`src/rtl/fbrs_pkg.sv`:
```
// constants and types for the flash burst read sequencer
package fbrs_pkg;
  // ==========================================================
  // command codes
  localparam logic [7:0] CMD_CFG_SETUP = 8'h60;
  localparam logic [7:0] CMD_SET_READ_CFG = 8'h03;
  localparam logic [7:0] CMD_SET_PART_CFG = 8'h04;
  localparam logic [7:0] CMD_READ_ID = 8'h90;
  localparam logic [7:0] CMD_READ_STATUS = 8'h70;
  localparam logic [7:0] CMD_CLR_STATUS = 8'h50;
  localparam logic [7:0] CMD_READ_ARRAY = 8'hff;
  // ==========================================================
  // identifier addresses
  localparam logic [15:0] ID_ADDR_READ_CFG = 16'h0005;
  localparam logic [15:0] ID_ADDR_PART_CFG = 16'h0006;
  // ==========================================================
  // read configuration fields
  localparam logic [15:0] READ_CFG_RESET = 16'hffff;
  localparam logic [15:0] PART_CFG_RESET = 16'h0100;
  localparam int BL_LSB = 0;
  localparam int BW_BIT = 3;
  localparam int BO_BIT = 7;
  localparam int WC_BIT = 8;
  localparam int FC_LSB = 11;
  localparam logic [2:0] BL_4 = 3'h1;
  localparam logic [2:0] BL_8 = 3'h2;
  localparam logic [2:0] BL_CONT = 3'h7;
  // ==========================================================
  // status bits
  localparam int STAT_ERR_LO = 4;
  localparam int STAT_ERR_HI = 5;
  localparam int STAT_READY = 7;
  localparam logic [7:0] STAT_IDLE = 8'h80;
  // ==========================================================
  // geometry
  localparam int BOUNDARY_WORDS = 64;
  localparam int ADDR_W = 16;
  // ==========================================================
  // command decoder states
  typedef enum logic [3:0] {
    MODE_ARRAY = 4'h1,
    MODE_SETUP = 4'h2,
    MODE_ID = 4'h4,
    MODE_STATUS = 4'h8
  } fbrs_mode_t;
endpackage : fbrs_pkg

```
`src/rtl/fbrs_addr_gen.sv`:
```
// burst address order generator
`timescale 1ns/10ps
module fbrs_addr_gen #(
  parameter int ADDR_W = 16
) (
  // burst setting
  input wire logic [ADDR_W-1:0] start_in,
  input wire logic [2:0] count_in,
  input wire logic [2:0] length_in,
  input wire logic wrap_n_in,
  input wire logic linear_in,
  input wire logic [ADDR_W-1:0] linear_addr_in,
  // result
  output logic [ADDR_W-1:0] addr_out
);
  // ==========================================================
  // order selection
  logic [2:0] mask;
  logic [2:0] lane;
  always_comb begin
    mask = (length_in == fbrs_pkg::BL_8) ? 3'h7 : 3'h3;
    if (linear_in) begin
      lane = start_in[2:0] + count_in;
    end else begin
      lane = start_in[2:0] ^ count_in;
    end
    if (wrap_n_in || length_in == fbrs_pkg::BL_CONT) begin
      addr_out = linear_addr_in;
    end else begin
      addr_out = (start_in & ~{{(ADDR_W-3){1'b0}}, mask}) |
                 {{(ADDR_W-3){1'b0}}, lane & mask};
    end
  end
endmodule : fbrs_addr_gen

```
`src/rtl/fbrs_sequencer.sv`:
```
// flash burst read sequencer: command decoder and burst addressing
//
// Notes on behaviour
// - length field picks 4-word, 8-word or continuous bursts.
// - continuous burst counts linearly until space end or partition edge.
// - continuous or no-wrap bursts may stall at first 64-word crossing.
// - start aligned to 64 words never stalls.
// - start on last word before boundary stalls for full latency.
// - at most one stall per burst.
// - burst not crossing a boundary never stalls.
// - delay output warns host; host holds off while it is high.
// - linear wrap bursts stay inside the aligned burst group.
// - interleaved order is start xor counter.
// - no-wrap bursts count linearly across group edge; linear only.
// - bad sequence sets status bits 4 and 5 until clear-status.
// - good configuration returns device to read-array mode.
// - identifier mode returns codes at 0005h and 0006h.
// - order bit 0 interleaved, wrap bit 0 wraps; no-wrap only linear.
// - 001 four, 010 eight, 111 continuous linear.
// - delay config bit: during stall or one cycle earlier.
// - read configuration resets to all ones.
`timescale 1ns/10ps
module fbrs_sequencer #(
  parameter int ADDR_W = fbrs_pkg::ADDR_W,
  parameter logic [ADDR_W-1:0] PART_LIMIT = '1
) (
  // clock and reset
  input wire logic ref_clk_in,
  input wire logic rst_in,
  // host write strobe, data and address (synchronous logic)
  input wire logic wr_in,
  input wire logic [7:0] wr_data_in,
  input wire logic [ADDR_W-1:0] addr_in,
  // register read
  input wire logic rd_in,
  output logic [15:0] rd_data_out,
  // burst control
  input wire logic burst_start_in,
  input wire logic burst_next_in,
  output logic [ADDR_W-1:0] burst_addr_out,
  output logic burst_active_out,
  output logic delay_out,
  // configuration view
  output logic [15:0] read_config_reg_out,
  output logic [15:0] partition_config_reg_out,
  output logic [7:0] status_out
);
  // ==========================================================
  // command decoder
  fbrs_pkg::fbrs_mode_t mode_q;
  logic [15:0] read_config_reg_q;
  logic [15:0] partition_config_reg_q;
  logic [ADDR_W-1:0] cfg_code_q;
  logic seq_err_q;
  logic [15:0] rd_data_q;
  logic [7:0] status_w;
  always_ff @(posedge ref_clk_in or posedge rst_in) begin
    if (rst_in) begin
      mode_q <= fbrs_pkg::MODE_ARRAY;
      read_config_reg_q <= fbrs_pkg::READ_CFG_RESET;
      partition_config_reg_q <= fbrs_pkg::PART_CFG_RESET;
      cfg_code_q <= '0;
      seq_err_q <= 1'b0;
    end else if (wr_in) begin
      case (mode_q)
        fbrs_pkg::MODE_SETUP: begin
          mode_q <= fbrs_pkg::MODE_ARRAY;
          if (wr_data_in == fbrs_pkg::CMD_SET_READ_CFG) begin
            read_config_reg_q <= cfg_code_q[15:0];
          end else if (wr_data_in == fbrs_pkg::CMD_SET_PART_CFG) begin
            partition_config_reg_q <= cfg_code_q[15:0];
          end else begin
            seq_err_q <= 1'b1;
            mode_q <= fbrs_pkg::MODE_STATUS;
          end
        end
        default: begin
          case (wr_data_in)
            fbrs_pkg::CMD_CFG_SETUP: begin
              mode_q <= fbrs_pkg::MODE_SETUP;
              cfg_code_q <= addr_in;
            end
            fbrs_pkg::CMD_READ_ID: mode_q <= fbrs_pkg::MODE_ID;
            fbrs_pkg::CMD_READ_STATUS: mode_q <= fbrs_pkg::MODE_STATUS;
            fbrs_pkg::CMD_CLR_STATUS: seq_err_q <= 1'b0;
            default: mode_q <= fbrs_pkg::MODE_ARRAY;
          endcase
        end
      endcase
    end
  end
  // ==========================================================
  // register read path
  always_ff @(posedge ref_clk_in or posedge rst_in) begin
    if (rst_in) begin
      rd_data_q <= '0;
    end else if (rd_in) begin
      case (mode_q)
        fbrs_pkg::MODE_ID: begin
          if (addr_in[15:0] == fbrs_pkg::ID_ADDR_READ_CFG) begin
            rd_data_q <= read_config_reg_q;
          end else if (addr_in[15:0] == fbrs_pkg::ID_ADDR_PART_CFG) begin
            rd_data_q <= partition_config_reg_q;
          end else begin
            rd_data_q <= '0;
          end
        end
        fbrs_pkg::MODE_STATUS: rd_data_q <= {8'h00, status_w};
        default: rd_data_q <= '0;
      endcase
    end
  end
  always_comb begin
    status_w = fbrs_pkg::STAT_IDLE;
    status_w[fbrs_pkg::STAT_ERR_LO] = seq_err_q;
    status_w[fbrs_pkg::STAT_ERR_HI] = seq_err_q;
  end
  // ==========================================================
  // configuration decode
  logic [2:0] blen;
  logic no_wrap;
  logic lin;
  logic early_wait;
  logic [2:0] latency;
  always_comb begin
    blen = read_config_reg_q[fbrs_pkg::BL_LSB +: 3];
    // no-wrap with interleaved order is forced linear below
    no_wrap = read_config_reg_q[fbrs_pkg::BW_BIT];
    lin = read_config_reg_q[fbrs_pkg::BO_BIT] | read_config_reg_q[fbrs_pkg::BW_BIT] |
          (blen == fbrs_pkg::BL_CONT);
    early_wait = read_config_reg_q[fbrs_pkg::WC_BIT];
    latency = read_config_reg_q[fbrs_pkg::FC_LSB +: 3];
  end
  // ==========================================================
  // burst engine
  logic [ADDR_W-1:0] start_q;
  logic [ADDR_W-1:0] lin_addr_q;
  logic [2:0] count_q;
  logic [2:0] stall_q;
  logic stalled_q;
  logic active_q;
  logic delay_q;
  logic [ADDR_W-1:0] gen_addr;
  logic [ADDR_W-1:0] addr_q;
  logic stall_mode;
  logic at_edge;
  logic [2:0] last_cnt;
  always_comb begin
    stall_mode = no_wrap | (blen == fbrs_pkg::BL_CONT);
    at_edge = (lin_addr_q[5:0] == 6'h3f);
    last_cnt = (blen == fbrs_pkg::BL_8) ? 3'h7 : 3'h3;
  end
  fbrs_addr_gen #(.ADDR_W(ADDR_W)) u_gen (
    .start_in(start_q),
    .count_in(count_q),
    .length_in(blen),
    .wrap_n_in(no_wrap),
    .linear_in(lin),
    .linear_addr_in(lin_addr_q),
    .addr_out(gen_addr)
  );
  always_ff @(posedge ref_clk_in or posedge rst_in) begin
    if (rst_in) begin
      start_q <= '0;
      lin_addr_q <= '0;
      count_q <= '0;
      stall_q <= '0;
      stalled_q <= 1'b0;
      active_q <= 1'b0;
    end else if (burst_start_in) begin
      start_q <= addr_in;
      lin_addr_q <= addr_in;
      count_q <= '0;
      stall_q <= '0;
      // an aligned start never stalls, so its single stall counts as used
      stalled_q <= (addr_in[5:0] == 6'h00);
      active_q <= (mode_q == fbrs_pkg::MODE_ARRAY);
    end else if (active_q && stall_q != 3'h0) begin
      stall_q <= stall_q - 3'h1;
    end else if (active_q && burst_next_in) begin
      if (stall_mode && at_edge && !stalled_q) begin
        stall_q <= latency;
        stalled_q <= 1'b1;
      end
      lin_addr_q <= lin_addr_q + 1'b1;
      count_q <= count_q + 3'h1;
      if (blen == fbrs_pkg::BL_CONT) begin
        if (lin_addr_q == PART_LIMIT) active_q <= 1'b0;
      end else if (count_q == last_cnt) begin
        active_q <= 1'b0;
      end
    end
  end
  // ==========================================================
  // outputs and delay indicator
  always_ff @(posedge ref_clk_in or posedge rst_in) begin
    if (rst_in) begin
      delay_q <= 1'b0;
      addr_q <= '0;
    end else begin
      addr_q <= gen_addr;
      // early mode warns while the last word before the boundary is out
      if (early_wait) begin
        delay_q <= active_q && ((stall_q > 3'h1) ||
                   (burst_next_in && stall_mode && at_edge && !stalled_q));
      end else begin
        delay_q <= active_q && (stall_q != 3'h0);
      end
    end
  end
  assign burst_addr_out = addr_q;
  assign delay_out = delay_q;
  assign burst_active_out = active_q;
  assign rd_data_out = rd_data_q;
  assign read_config_reg_out = read_config_reg_q;
  assign partition_config_reg_out = partition_config_reg_q;
  assign status_out = status_w;
  // ==========================================================
  // checks
  stall_once_a: assert property (@(posedge ref_clk_in) disable iff (rst_in)
    stalled_q && !burst_start_in |=> stalled_q) else $error("second stall");
  no_stall_aligned_a: assert property (@(posedge ref_clk_in) disable iff (rst_in)
    burst_start_in && addr_in[5:0] == 6'h00 |=> stalled_q && stall_q == 3'h0)
    else $error("aligned stall");
  err_sticky_a: assert property (@(posedge ref_clk_in) disable iff (rst_in)
    seq_err_q && !(wr_in && wr_data_in == fbrs_pkg::CMD_CLR_STATUS) |=> seq_err_q)
    else $error("error lost");
  cfg_back_a: assert property (@(posedge ref_clk_in) disable iff (rst_in)
    wr_in && mode_q == fbrs_pkg::MODE_SETUP && wr_data_in == fbrs_pkg::CMD_SET_READ_CFG
    |=> mode_q == fbrs_pkg::MODE_ARRAY) else $error("not array mode");
  cfg_load_a: assert property (@(posedge ref_clk_in) disable iff (rst_in)
    wr_in && mode_q == fbrs_pkg::MODE_SETUP && wr_data_in == fbrs_pkg::CMD_SET_READ_CFG
    |=> read_config_reg_q == $past(cfg_code_q)) else $error("config not loaded");
  stall_len_a: assert property (@(posedge ref_clk_in) disable iff (rst_in)
    $past(stall_q) == 3'h0 && stall_q != 3'h0 |-> stall_q == latency)
    else $error("stall length");
  no_stall_mode_a: assert property (@(posedge ref_clk_in) disable iff (rst_in)
    !stall_mode |-> stall_q == 3'h0 || !active_q) else $error("wrap stall");
  wrap_group_a: assert property (@(posedge ref_clk_in) disable iff (rst_in)
    active_q && !stall_mode |-> gen_addr[ADDR_W-1:3] == start_q[ADDR_W-1:3])
    else $error("left group");
  cover_stall_c: cover property (@(posedge ref_clk_in) $rose(stalled_q));
  cover_err_c: cover property (@(posedge ref_clk_in) $rose(seq_err_q));
  cover_end_c: cover property (@(posedge ref_clk_in) $fell(active_q));
endmodule : fbrs_sequencer

```
`config.mk`:
```
export PLATFORM = sky130hd
export DESIGN_NAME = fbrs_sequencer
export DESIGN_NICKNAME = d
export VERILOG_FILES = /design/src/rtl/fbrs_pkg.sv /design/src/rtl/fbrs_addr_gen.sv /design/src/rtl/fbrs_sequencer.sv
export SDC_FILE = /design/constraint.sdc
export NUM_CORES = 1
export LEC_CHECK = 0
export BUFFER_PORTS_ARGS = -buffer_cell sky130_fd_sc_hd__buf_2
export CAP_MARGIN = 40
export CORE_MARGIN = 5
export CORE_UTILIZATION = 55
export CTS_CLUSTER_SIZE = 8
export DETAILED_ROUTE_END_ITERATION = 8
export PLACE_DENSITY_LB_ADDON = 0.08
export SLEW_MARGIN = 20
export SYNTH_ARGS = -nofsm -noshare
export SYNTH_HDL_FRONTEND = slang
export SYNTH_SLANG_ARGS = --single-unit
```
`constraint.sdc`:
```
create_clock -name ref_clk_in -period 14.75 [get_ports ref_clk_in]
set_input_delay 4.425 -clock ref_clk_in [delete_from_list [all_inputs] [get_ports ref_clk_in]]
set_output_delay 4.425 -clock ref_clk_in [all_outputs]
set_load 0.005 [all_outputs]
```
==> impl_metrics.yaml, run 1 <==
critical_path:
  crit_type: "primary input to flop"
  startpoint: "addr_in[11]"
  rr_worst_depth: 7
  cp_max_fo: 13
  arrival_ps: 6330
  worstReg2RegStart: "stall_q[0]$_DFFE_PP0P_"
  reg2reg_to: "lin_addr_q[13]$_DFFE_PP0P_"
  cp_data_required_time_ps: 15170
  crit_end: "rd_data_out[15]$_DFFE_PP0P_"
  start_kind: "primary input"
  rrSetupSlack_ps: 12470
  cp-end-kind: "flop"
synth:
  synth-seq-cells: 126
  ys_seq_area_share_pct: 54.09
  netlist_instances: 528
  syn_area_per_cell_um2: 11.12
  synthArstFlopShare_pct: 100.0
  synth_edf_count: 0
  synth.yosys.warnings: 0
  yosysUniqueCellTypes: 57
  synth.cell_area_mm2: 0.005871
  yosys_most_used_dff: "dfrtp_1"
place:
  dp_cells: 741
  port-buffer-count: 97
  gp_congestion: 0.8313
  hpwlAfterDp_um: 9739
final_layout:
  fin_cells: 773
  register_area_mm2: 0.003176
  final_util_pct: 67.40
  layout-drive-gt1-share_pct: 32.50
  nNetsFinal: 662
  fillers: 827
  syn_to_final_growth_pct: 19.05
  antennaDiodeCount: 0
  multi_input_area_mm2: 0.002384
clocking:
  cts.sinks: 126
  cts_resized: 0
  cts_buffers: 17
  h-tree-depth: 4
  path_clk_slew_ps: 60
  clock_latency_ps: 520
  postCtsSetupBuffers: 0
  clockBufferDepth: 2
  postCtsHoldBufs: 0
  cts_tree: "yes"
  root_buffer: "clkbuf_8"
global_route:
  use_met2_pct: 35.98
  grt_pass1_vias: 4354
  antenna_found_initial: 0
  grt-ovfl-total: 0
  busiest_layer: "met2"
  grt_max_degree: 61
  grt_usage_pct: 22.31
  use_met3_pct: 5.775
  grt_first_pass_wirelength_um: 22370
  use_met1_pct: 29.20
flow_run:
  maxCapViolCount: 0
power_and_ir_drop:
  power_mw: 0.8313
  p_int_mw: 0.6341
  p_per_area_mw_per_mm2: 118.9
  pwr-share-seq_pct: 45.3
  p_clk_share_pct: 47.4
  p_sw_mw: 0.1972
  switching_share_pct: 23.72
  leakagePower_nw: 3.386
  comb_power_share_pct: 7.3
  peakVddDrop_mv: 0.07515
drt:
  avgViaCountPerCell: 5.483
  route.detailed.drc: 0
  via_count: 4238
  ant_nets: 0
  first_pass_iters: 4
  dr.first_iter.drc_count: 313
  avgRoutedWirePerCell_um: 17.45
  wl_um: 13490
timing:
  relSlewSlack_pct: 49.39
  fmax_ghz: 0.1691
  setup_tns_ps: 0
  period_minus_slack_ps: 5912
  finalHoldViolations: 0
  hold_slack_ps: 516.0
  rsz0062_at_grt: "no"
  worstMarginPinSlew_ps: 752.2
  finalMaxSlewViolations: 0
  fin_worst_skew_ps: 6.222
  setup_viol_count_final: 0
  timing.final.crit_share_pct: 40.08
die:
  coreArea_mm2: 0.01037
  die_w_um: 113.3
  die_area_mm2: 0.01284
  initial_utilization_pct: 56.61
  core.rowCount: 37
  ios: 104
  die_h_um: 113.3
hold_path:
  hold_path_class: "flop to flop"
  holdPathStages: 1
run_status:
  outcome: "complete, no violations"
state kept, by name (all words and copies together) (netlist names):
register                  count
count_q                       3
lin_addr_q                   16
mode_q                        4
cfg_code_q                   16
start_q                      16
rd_data_out                  16
stalled_q                     1
burst_addr_out               16
stall_q                       3
seq_err_q                     1
burst_active_out              1
read_config_reg_out          16
partition_config_reg_out     16
delay_out                     1
critical path, cell delays in order:
cell	delay (ps)
buf_2	120
nor4_1	540
nand3_1	160
nor2_1	250
nand4b_1	490
o21ai_0	350
power by group through the flow:
stage          clock (mW)  sequential [mW]  combinational, mW
2_1_floorplan           0            0.380             0.0388
4_1_cts             0.399            0.377             0.0617
3_3_place_gp            0            0.382             0.0575
3_5_place_dp            0            0.383             0.0611
5_1_grt             0.417            0.379             0.0690
6_report            0.394            0.377             0.0604
worst min path at each step:
stage	startpoint	to	slack, ps
floorplan	start_q[5]$_DFFE_PP0P_	burst_addr_out[5]$_DFF_PP0_	430
CTS	cfg_code_q[9]$_DFFE_PP0P_	cfg_code_q[9]$_DFFE_PP0P_	520
finish	cfg_code_q[9]$_DFFE_PP0P_	cfg_code_q[9]$_DFFE_PP0P_	520
global route	cfg_code_q[5]$_DFFE_PP0P_	cfg_code_q[5]$_DFFE_PP0P_	540
detailed placement	mode_q[0]$_DFFE_PP1P_	mode_q[0]$_DFFE_PP1P_	500
global placement	mode_q[0]$_DFFE_PP1P_	mode_q[0]$_DFFE_PP1P_	490
synthesized netlist by cell type (3+ instances only):
master | number | area, µm²
nor3_1 | 6 | 30.03
xnor2_1 | 6 | 52.55
nand3_1 | 11 | 55.05
buf_4 | 10 | 75.07
a21oi_1 | 22 | 110.1
nor4_1 | 4 | 25.02
nor2_8 | 3 | 60.06
clkbuf_1 | 12 | 45.04
nand4_1 | 7 | 43.79
mux2_1 | 9 | 101.4
nor4b_1 | 3 | 26.28
a221oi_1 | 3 | 26.28
dfstp_2 | 18 | 473.0
xor2_1 | 13 | 113.9
nand2_1 | 59 | 221.5
o21ai_1 | 4 | 20.02
o31ai_1 | 3 | 22.52
mux2_2 | 20 | 225.2
nor2b_1 | 14 | 87.58
o21ai_0 | 63 | 315.3
nor2_1 | 14 | 52.55
nand3b_1 | 3 | 22.52
dfrtp_1 | 108 | 2703
ha_1 | 7 | 87.58
inv_1 | 39 | 146.4
mux2_4 | 20 | 300.3
nand2b_1 | 7 | 43.79
and3_1 | 3 | 18.77
placed cells by master (no fill, tap or decap), types with 9 or more instances in the layout:
cell       synthesis  final
nor2b_1           14     14
nand3_1           11     11
xor2_1            13     13
o21ai_0           63     63
a21oi_1           22     22
mux2_2            20     20
clkinv_2           0      9
nand2_1           59     59
mux2_1             9      9
inv_1             39     38
dfrtp_1          108    108
clkbuf_16          0     16
dfstp_2           18     18
mux2_4            20     20
buf_2              1     97
nor2_1            14     14
cells by family (layout without fill, tap and decap cells):
family / count (synthesis) / in the layout / synth area share [%]
buffers and inverters: 66 / 171 / 5.562
multiplexers: 51 / 51 / 11.02
AND/OR/NAND/NOR: 149 / 149 / 14.56
adder cells (fa/ha/maj): 8 / 8 / 1.833
AO/OA/AOI/OAI: 107 / 107 / 9.975
other: 2 / 6 / 0.1279
flip-flops: 126 / 126 / 54.09
XOR/XNOR: 19 / 19 / 2.835
per-stage QoR:
stage / worst slack (ps) / area [µm²]
CTS: 8876 / 6989
finish: 8838 / 6989
detailed placement: 8342 / 6426
global placement: 8435 / 6371
global route: 8629 / 6989
floorplan: 6999 / 5886
routing by layer:
| metal | vias to the layer above | part of all wire (%) |
|---|---|---|
| li1 | 1995 | - |
| met1 | 2094 | 43 |
| met2 | 127 | 49 |
| met3 | 22 | 5.7 |
| met4 | 0 | 1.9 |
| met5 | - | 0 |
area by class of cell:
type	instances	share of cell area [%]
sequential	126	45.44
tap	136	2.435
multi-input combinational	340	34.10
clock inverter	13	1.736
timing repair buffer	100	7.841
inverter	39	2.130
clock buffer	19	6.319
No activity file was read; power rests on OpenSTA's default activity.
==> inputs of run 2 (changes only) <==
--- a/config.mk
+++ b/config.mk
@@ -5,6 +5,7 @@
 export SDC_FILE = /design/constraint.sdc
 export NUM_CORES = 1
 export LEC_CHECK = 0
+export ABC_AREA = 1
 export BUFFER_PORTS_ARGS = -buffer_cell sky130_fd_sc_hd__buf_2
 export CAP_MARGIN = 40
 export CORE_MARGIN = 5
==> constraint.sdc (replaced) <==
create_clock -name ref_clk_in -period 5.8 [get_ports ref_clk_in]
set_input_delay 1.74 -clock ref_clk_in [delete_from_list [all_inputs] [get_ports ref_clk_in]]
set_output_delay 1.74 -clock ref_clk_in [all_outputs]
set_load 0.005 [all_outputs]
==> impl_metrics.yaml, run 2 <==
run_status:
  outcome: "complete, no violations"
synth:
  yosysTopAreaCellShare_pct: 43.96
  yosys_most_used_dff: "dfrtp_1"
  synth.yosys.warnings: 0
  yosys.area.top_type: "dfrtp_1"
  synth_edf_count: 0
  yosysUniqueCellTypes: 40
  synth-seq-cells: 126
  netlist_instances: 728
  synth_common_cells: "174 x nand2_1, 108 x dfrtp_1, 86 x inv_1, 75 x o21ai_0, 54 x nor2_1"
  synth_most_common_cell: "nand2_1"
  ys_seq_area_share_pct: 51.66
  yosys-top-cells-area: "dfrtp_1 44%, nand2_1 11%, dfstp_2 7.7%"
  synthArstFlopShare_pct: 100.0
  synth.cell_area_mm2: 0.006147
  syn_area_per_cell_um2: 8.444
global_route:
  grt-ovfl-total: 0
  grt_first_pass_wirelength_um: 24700
  use_met3_pct: 4.909
  use_met1_pct: 33.30
  use_met2_pct: 37.11
  antenna_found_initial: 0
  busiest_layer: "met2"
  grt_max_degree: 57
  grt_usage_pct: 23.93
  grt_pass1_vias: 5007
die:
  ios: 104
  die_h_um: 115.7
  initial_utilization_pct: 56.46
  die_area_mm2: 0.01339
  coreArea_mm2: 0.01089
  core.rowCount: 38
  die_w_um: 115.7
place:
  hpwlAfterDp_um: 11180
  gp_congestion: 0.9359
  port-buffer-count: 97
clocking:
  clock_latency_ps: 530
  postCtsHoldBufs: 0
  h-tree-depth: 4
  root_buffer: "clkbuf_8"
  postCtsSetupBuffers: 0
  cts.sinks: 126
  cts_resized: 0
  cts_buffers: 17
  path_clk_slew_ps: 50
  cts_tree: "yes"
  clockBufferDepth: 2
power_and_ir_drop:
  p_clk_share_pct: 44.5
  pwr-share-seq_pct: 42.7
  p_int_mw: 1.715
  comb_power_share_pct: 12.8
  p_per_area_mw_per_mm2: 319.2
  p_sw_mw: 0.5995
  leakagePower_nw: 3.694
  power_mw: 2.314
  peakVddDrop_mv: 0.2273
  switching_share_pct: 25.91
drt:
  avgRoutedWirePerCell_um: 15.55
  ant_nets: 0
  route.detailed.drc: 0
  dr.first_iter.drc_count: 426
  first_pass_iters: 5
  avgViaCountPerCell: 5.326
  wl_um: 15140
  via_count: 5188
hold_path:
  hold_path_class: "flop to flop"
timing:
  worstMarginPinSlew_ps: 693.9
  period_minus_slack_ps: 3100
  finalMaxSlewViolations: 0
  timing.final.crit_share_pct: 53.44
  hold_slack_ps: 469.7
  fmax_ghz: 0.3226
  finalHoldViolations: 0
  fin_worst_skew_ps: 7.367
  rsz0062_at_grt: "no"
  setup_tns_ps: 0
  setup_viol_count_final: 0
  relSlewSlack_pct: 53.74
final_layout:
  final_cell_mix: "174 x nand2_1, 108 x dfrtp_1, 97 x buf_2"
  fillers: 928
  layout-drive-gt1-share_pct: 21.82
  final_util_pct: 66.57
  nNetsFinal: 859
  syn_to_final_growth_pct: 17.91
  mostFrequentLayoutCell: "nand2_1"
  antennaDiodeCount: 0
critical_path:
  cp-end-kind: "flop"
  crit_type: "primary input to flop"
  arrival_ps: 3510
  start_kind: "primary input"
  cp_max_fo: 35
  cp_data_required_time_ps: 6210
flow_run:
  maxCapViolCount: 0
[run 2: cell count changes in the layout (fill, tap and decap cells not counted), sizes merged, moves of 5 or more]
cell and change:
nand2 +122, inv +55, mux2 -49, nor2 +44
nand3 +42, o21ai +30, nor2b -14, clkbuf +8
clkinv -8, nand2b -7, o211ai +7, nor4 -5
[run 2: kinds of logic (layout without fill, tap and decap cells)]
family,Yosys count,in the layout,synth area share (%)
AOI/OAI and AO/OA,133,133,11.44
xor gates and xnor gates,14,14,1.995
adders and majority gates,8,8,1.750
buffers and inverters,126,228,9.261
DFF,126,126,51.66
other,2,6,0.1222
and+or+nand+nor,319,319,23.77
[run 2: metrics by stage]
stage          setup WS [ps]  instance area, µm²  cells
2_1_floorplan          733.9                6162    732
3_3_place_gp            2241                6624    939
3_5_place_dp            2178                6669    942
4_1_cts                 2723                7248    974
5_1_grt                 2518                7248    974
6_report                2700                7248    974
[run 2: final timing paths]
check,depth (start not counted),slack (ps),from,endpoint
setup reg to reg,7,3720,read_config_reg_out[1]$_DFFE_PP1P_,stall_q[1]$_DFFE_PP0P_
hold / removal,2,470,rd_data_out[7]$_DFFE_PP0P_,rd_data_out[7]$_DFFE_PP0P_
min in group asynchronous,2,1320,rst_in,burst_addr_out[4]$_DFF_PP0_
hold reg to reg,2,470,rd_data_out[7]$_DFFE_PP0P_,rd_data_out[7]$_DFFE_PP0P_
setup / recovery,5,2700,burst_start_in,count_q[1]$_DFFE_PP0P_
max in group asynchronous,3,3430,rst_in,rd_data_out[5]$_DFFE_PP0P_
[run 2: worst max-delay path: stages]
cell	delay [ps]
buf_2	530
inv_1	350
nand2_1	450
inv_1	200
a22o_1	220
[run 2: cell type report]
class                   count  area (µm²)  area share [%]
flip-flops and latches    126        3176           43.81
clock inverters             5       77.57           1.070
multi-input cells         480        2417           33.35
clock buffers              27       501.7           6.922
repair buffers            102       545.5           7.526
inverters                  94       355.3           4.902
well taps                 140       175.2           2.417
[run 2: power groups by stage]
| stage | logic, mW | registers (mW) | clock network [mW] |
|---|---|---|---|
| floorplan | 0.210 | 0.994 | 0 |
| global placement | 0.284 | 1.00 | 0 |
| detailed placement | 0.294 | 1.00 | 0 |
| CTS | 0.296 | 0.988 | 1.04 |
| global route | 0.333 | 0.997 | 1.09 |
| finish | 0.295 | 0.989 | 1.03 |
[run 2: per-layer routing]
metal	up-vias	routed length, µm
li1	2506	-
met1	2501	6905
met2	156	7141
met3	25	826
met4	0	269
met5	-	0
==> inputs of run 3 (changes only) <==
==> constraint.sdc (replaced) <==
create_clock -name ref_clk_in -period 2.9 [get_ports ref_clk_in]
set_input_delay 0.87 -clock ref_clk_in [delete_from_list [all_inputs] [get_ports ref_clk_in]]
set_output_delay 0.87 -clock ref_clk_in [all_outputs]
set_load 0.005 [all_outputs]
==> impl_metrics.yaml, run 3 (synthesized netlist as in run 2, its figures left out) <==
timing:
  timing.final.crit_share_pct: 73.38
  fin_worst_skew_ps: 10.53
  relSlewSlack_pct: 52.80
  worstMarginPinSlew_ps: 708.0
  fmax_ghz: 0.4699
  setup_viol_count_final: 0
  finalMaxSlewViolations: 0
  hold_slack_ps: 485.1
  period_minus_slack_ps: 2128
  rsz0062_at_grt: "no"
  setup_tns_ps: 0
  finalHoldViolations: 0
place:
  place_area_mm2: 0.006675
  gp_congestion: 0.8599
  port-buffer-count: 97
  hpwlAfterDp_um: 10740
final_layout:
  syn_to_final_growth_pct: 17.16
  antennaDiodeCount: 0
  mostFrequentLayoutCell: "nand2_1"
  final_cell_mix: "174 x nand2_1, 108 x dfrtp_1, 97 x buf_2"
  final_util_pct: 66.15
  stdcell_area_mm2: 0.007202
  layout-drive-gt1-share_pct: 21.80
  nNetsFinal: 861
  fillers: 919
power_and_ir_drop:
  switching_share_pct: 26.81
  peakVddDrop_mv: 0.3719
  leakagePower_nw: 3.662
  p_per_area_mw_per_mm2: 620.4
  pwr-share-seq_pct: 44.2
  power_mw: 4.468
  p_clk_share_pct: 42.7
  p_sw_mw: 1.198
  comb_power_share_pct: 13.2
  p_int_mw: 3.270
die:
  initial_utilization_pct: 56.46
  die_w_um: 115.7
  ios: 104
  die_h_um: 115.7
  core.rowCount: 38
  coreArea_mm2: 0.01089
  die_area_mm2: 0.01339
run_status:
  outcome: "complete, no violations"
clocking:
  path_clk_slew_ps: 60
  clock_latency_ps: 520
  root_buffer: "clkbuf_8"
  cts.sinks: 126
  cts_tree: "yes"
  cts_resized: 0
  postCtsHoldBufs: 0
  h-tree-depth: 4
  cts_buffers: 17
  clockBufferDepth: 2
  postCtsSetupBuffers: 0
critical_path:
  cp_max_fo: 6
  arrival_ps: 1260
  cp-end-kind: "output pin"
  cp_data_required_time_ps: 2030
  crit_family: "flip-flops"
  worstReg2RegStart: "stall_q[0]$_DFFE_PP0P_"
  reg2reg_to: "count_q[1]$_DFFE_PP0P_"
  cpPeakStageDelay_ps: 600
  worstPathCellList: "buf_2"
  rr_worst_depth: 8
  slowest_stage: "dfstp_2"
  start_kind: "flop"
  critPathBufInv: 1
  rrSetupSlack_ps: 1070
  crit_type: "flop to output pin"
drt:
  ant_nets: 0
  avgViaCountPerCell: 5.386
  avgRoutedWirePerCell_um: 15.45
  first_pass_iters: 6
  via_count: 5251
  route.detailed.drc: 0
  wl_um: 15070
  dr.first_iter.drc_count: 453
global_route:
  grt_first_pass_wirelength_um: 25160
  grt_pass1_vias: 5141
  grt_usage_pct: 24.00
  antenna_found_initial: 0
  grt-ovfl-total: 0
  grt_max_degree: 127
flow_run:
  maxCapViolCount: 0
hold_path:
  min_to: "rd_data_out[0]$_DFFE_PP0P_"
  min-delay-start: "rd_data_out[0]$_DFFE_PP0P_"
  hold_path_class: "flop to flop"
  holdPathStages: 2
==> run 3: cell count changes in the layout (fill, tap and decap cells not counted) <==
| cell | before | now |
|---|---|---|
| buf_4 | 2 | 6 |
| buf_8 | 3 | 0 |
| clkbuf_8 | 6 | 3 |
| clkinvlp_4 | 1 | 4 |
| buf_12 | 0 | 1 |
| bufinv_16 | 2 | 1 |
| clkbuf_1 | 5 | 6 |
| inv_4 | 1 | 0 |
==> run 3: power by group through the flow <==
stage	clock network [mW]	registers, mW	logic (mW)
final	1.91	1.97	0.588
after global routing	2.01	1.99	0.672
after CTS	1.93	1.97	0.592
after detailed placement	0	2.00	0.587
after global placement	0	2.00	0.573
after floorplan	0	1.99	0.421
==> run 3: cell type report <==
class                   instances  area (µm²)  area share [%]
clock inverters                 6       62.56          0.8687
repair buffers                104       550.5           7.644
clock buffers                  25       464.2           6.445
well taps                     140       175.2           2.432
flip-flops and latches        126        3176           44.09
multi-input cells             480        2417           33.56
inverters                      94       356.6           4.951
==> run 3: metrics by stage <==
stage / std cells / worst slack, ps
floorplan: 732 / 491.4
global placement: 944 / 667.9
detailed placement: 944 / 599.1
CTS: 975 / 756.3
global route: 975 / 738.5
finish: 975 / 771.9
==> run 3: worst max path at each step <==
stage | from | endpoint | slack, ps | cells past startpoint
floorplan | rst_in | burst_active_out$_DFFE_PP0P_ | 490 | 1
global placement | addr_in[11] | rd_data_out[5]$_DFFE_PP0P_ | 670 | 11
detailed placement | addr_in[12] | rd_data_out[0]$_DFFE_PP0P_ | 600 | 9
CTS | read_config_reg_out[1]$_DFFE_PP1P_ | read_config_reg_out[1] | 760 | 1
global route | read_config_reg_out[1]$_DFFE_PP1P_ | read_config_reg_out[1] | 740 | 1
finish | read_config_reg_out[7]$_DFFE_PP1P_ | read_config_reg_out[7] | 770 | 1
==> run 3: per-layer routing <==
metal | global-route usage, % | up-vias | share of wire, %
li1 | - | 2509 | -
met1 | 33.32 | 2522 | 45
met2 | 37.54 | 192 | 46
met3 | 4.543 | 28 | 6.7
met4 | 9.667 | 0 | 2.1
met5 | 0 | - | 0
==> run 3: worst register-to-register path, stage by stage, from the launching register on <==
cell and delay, ps:
dfrtp_1 380, inv_1 130, ha_1 180, nand2_2 90, nand2_4 130, nand2_4 90, nand2_1 260, inv_1 230
a22o_1 230
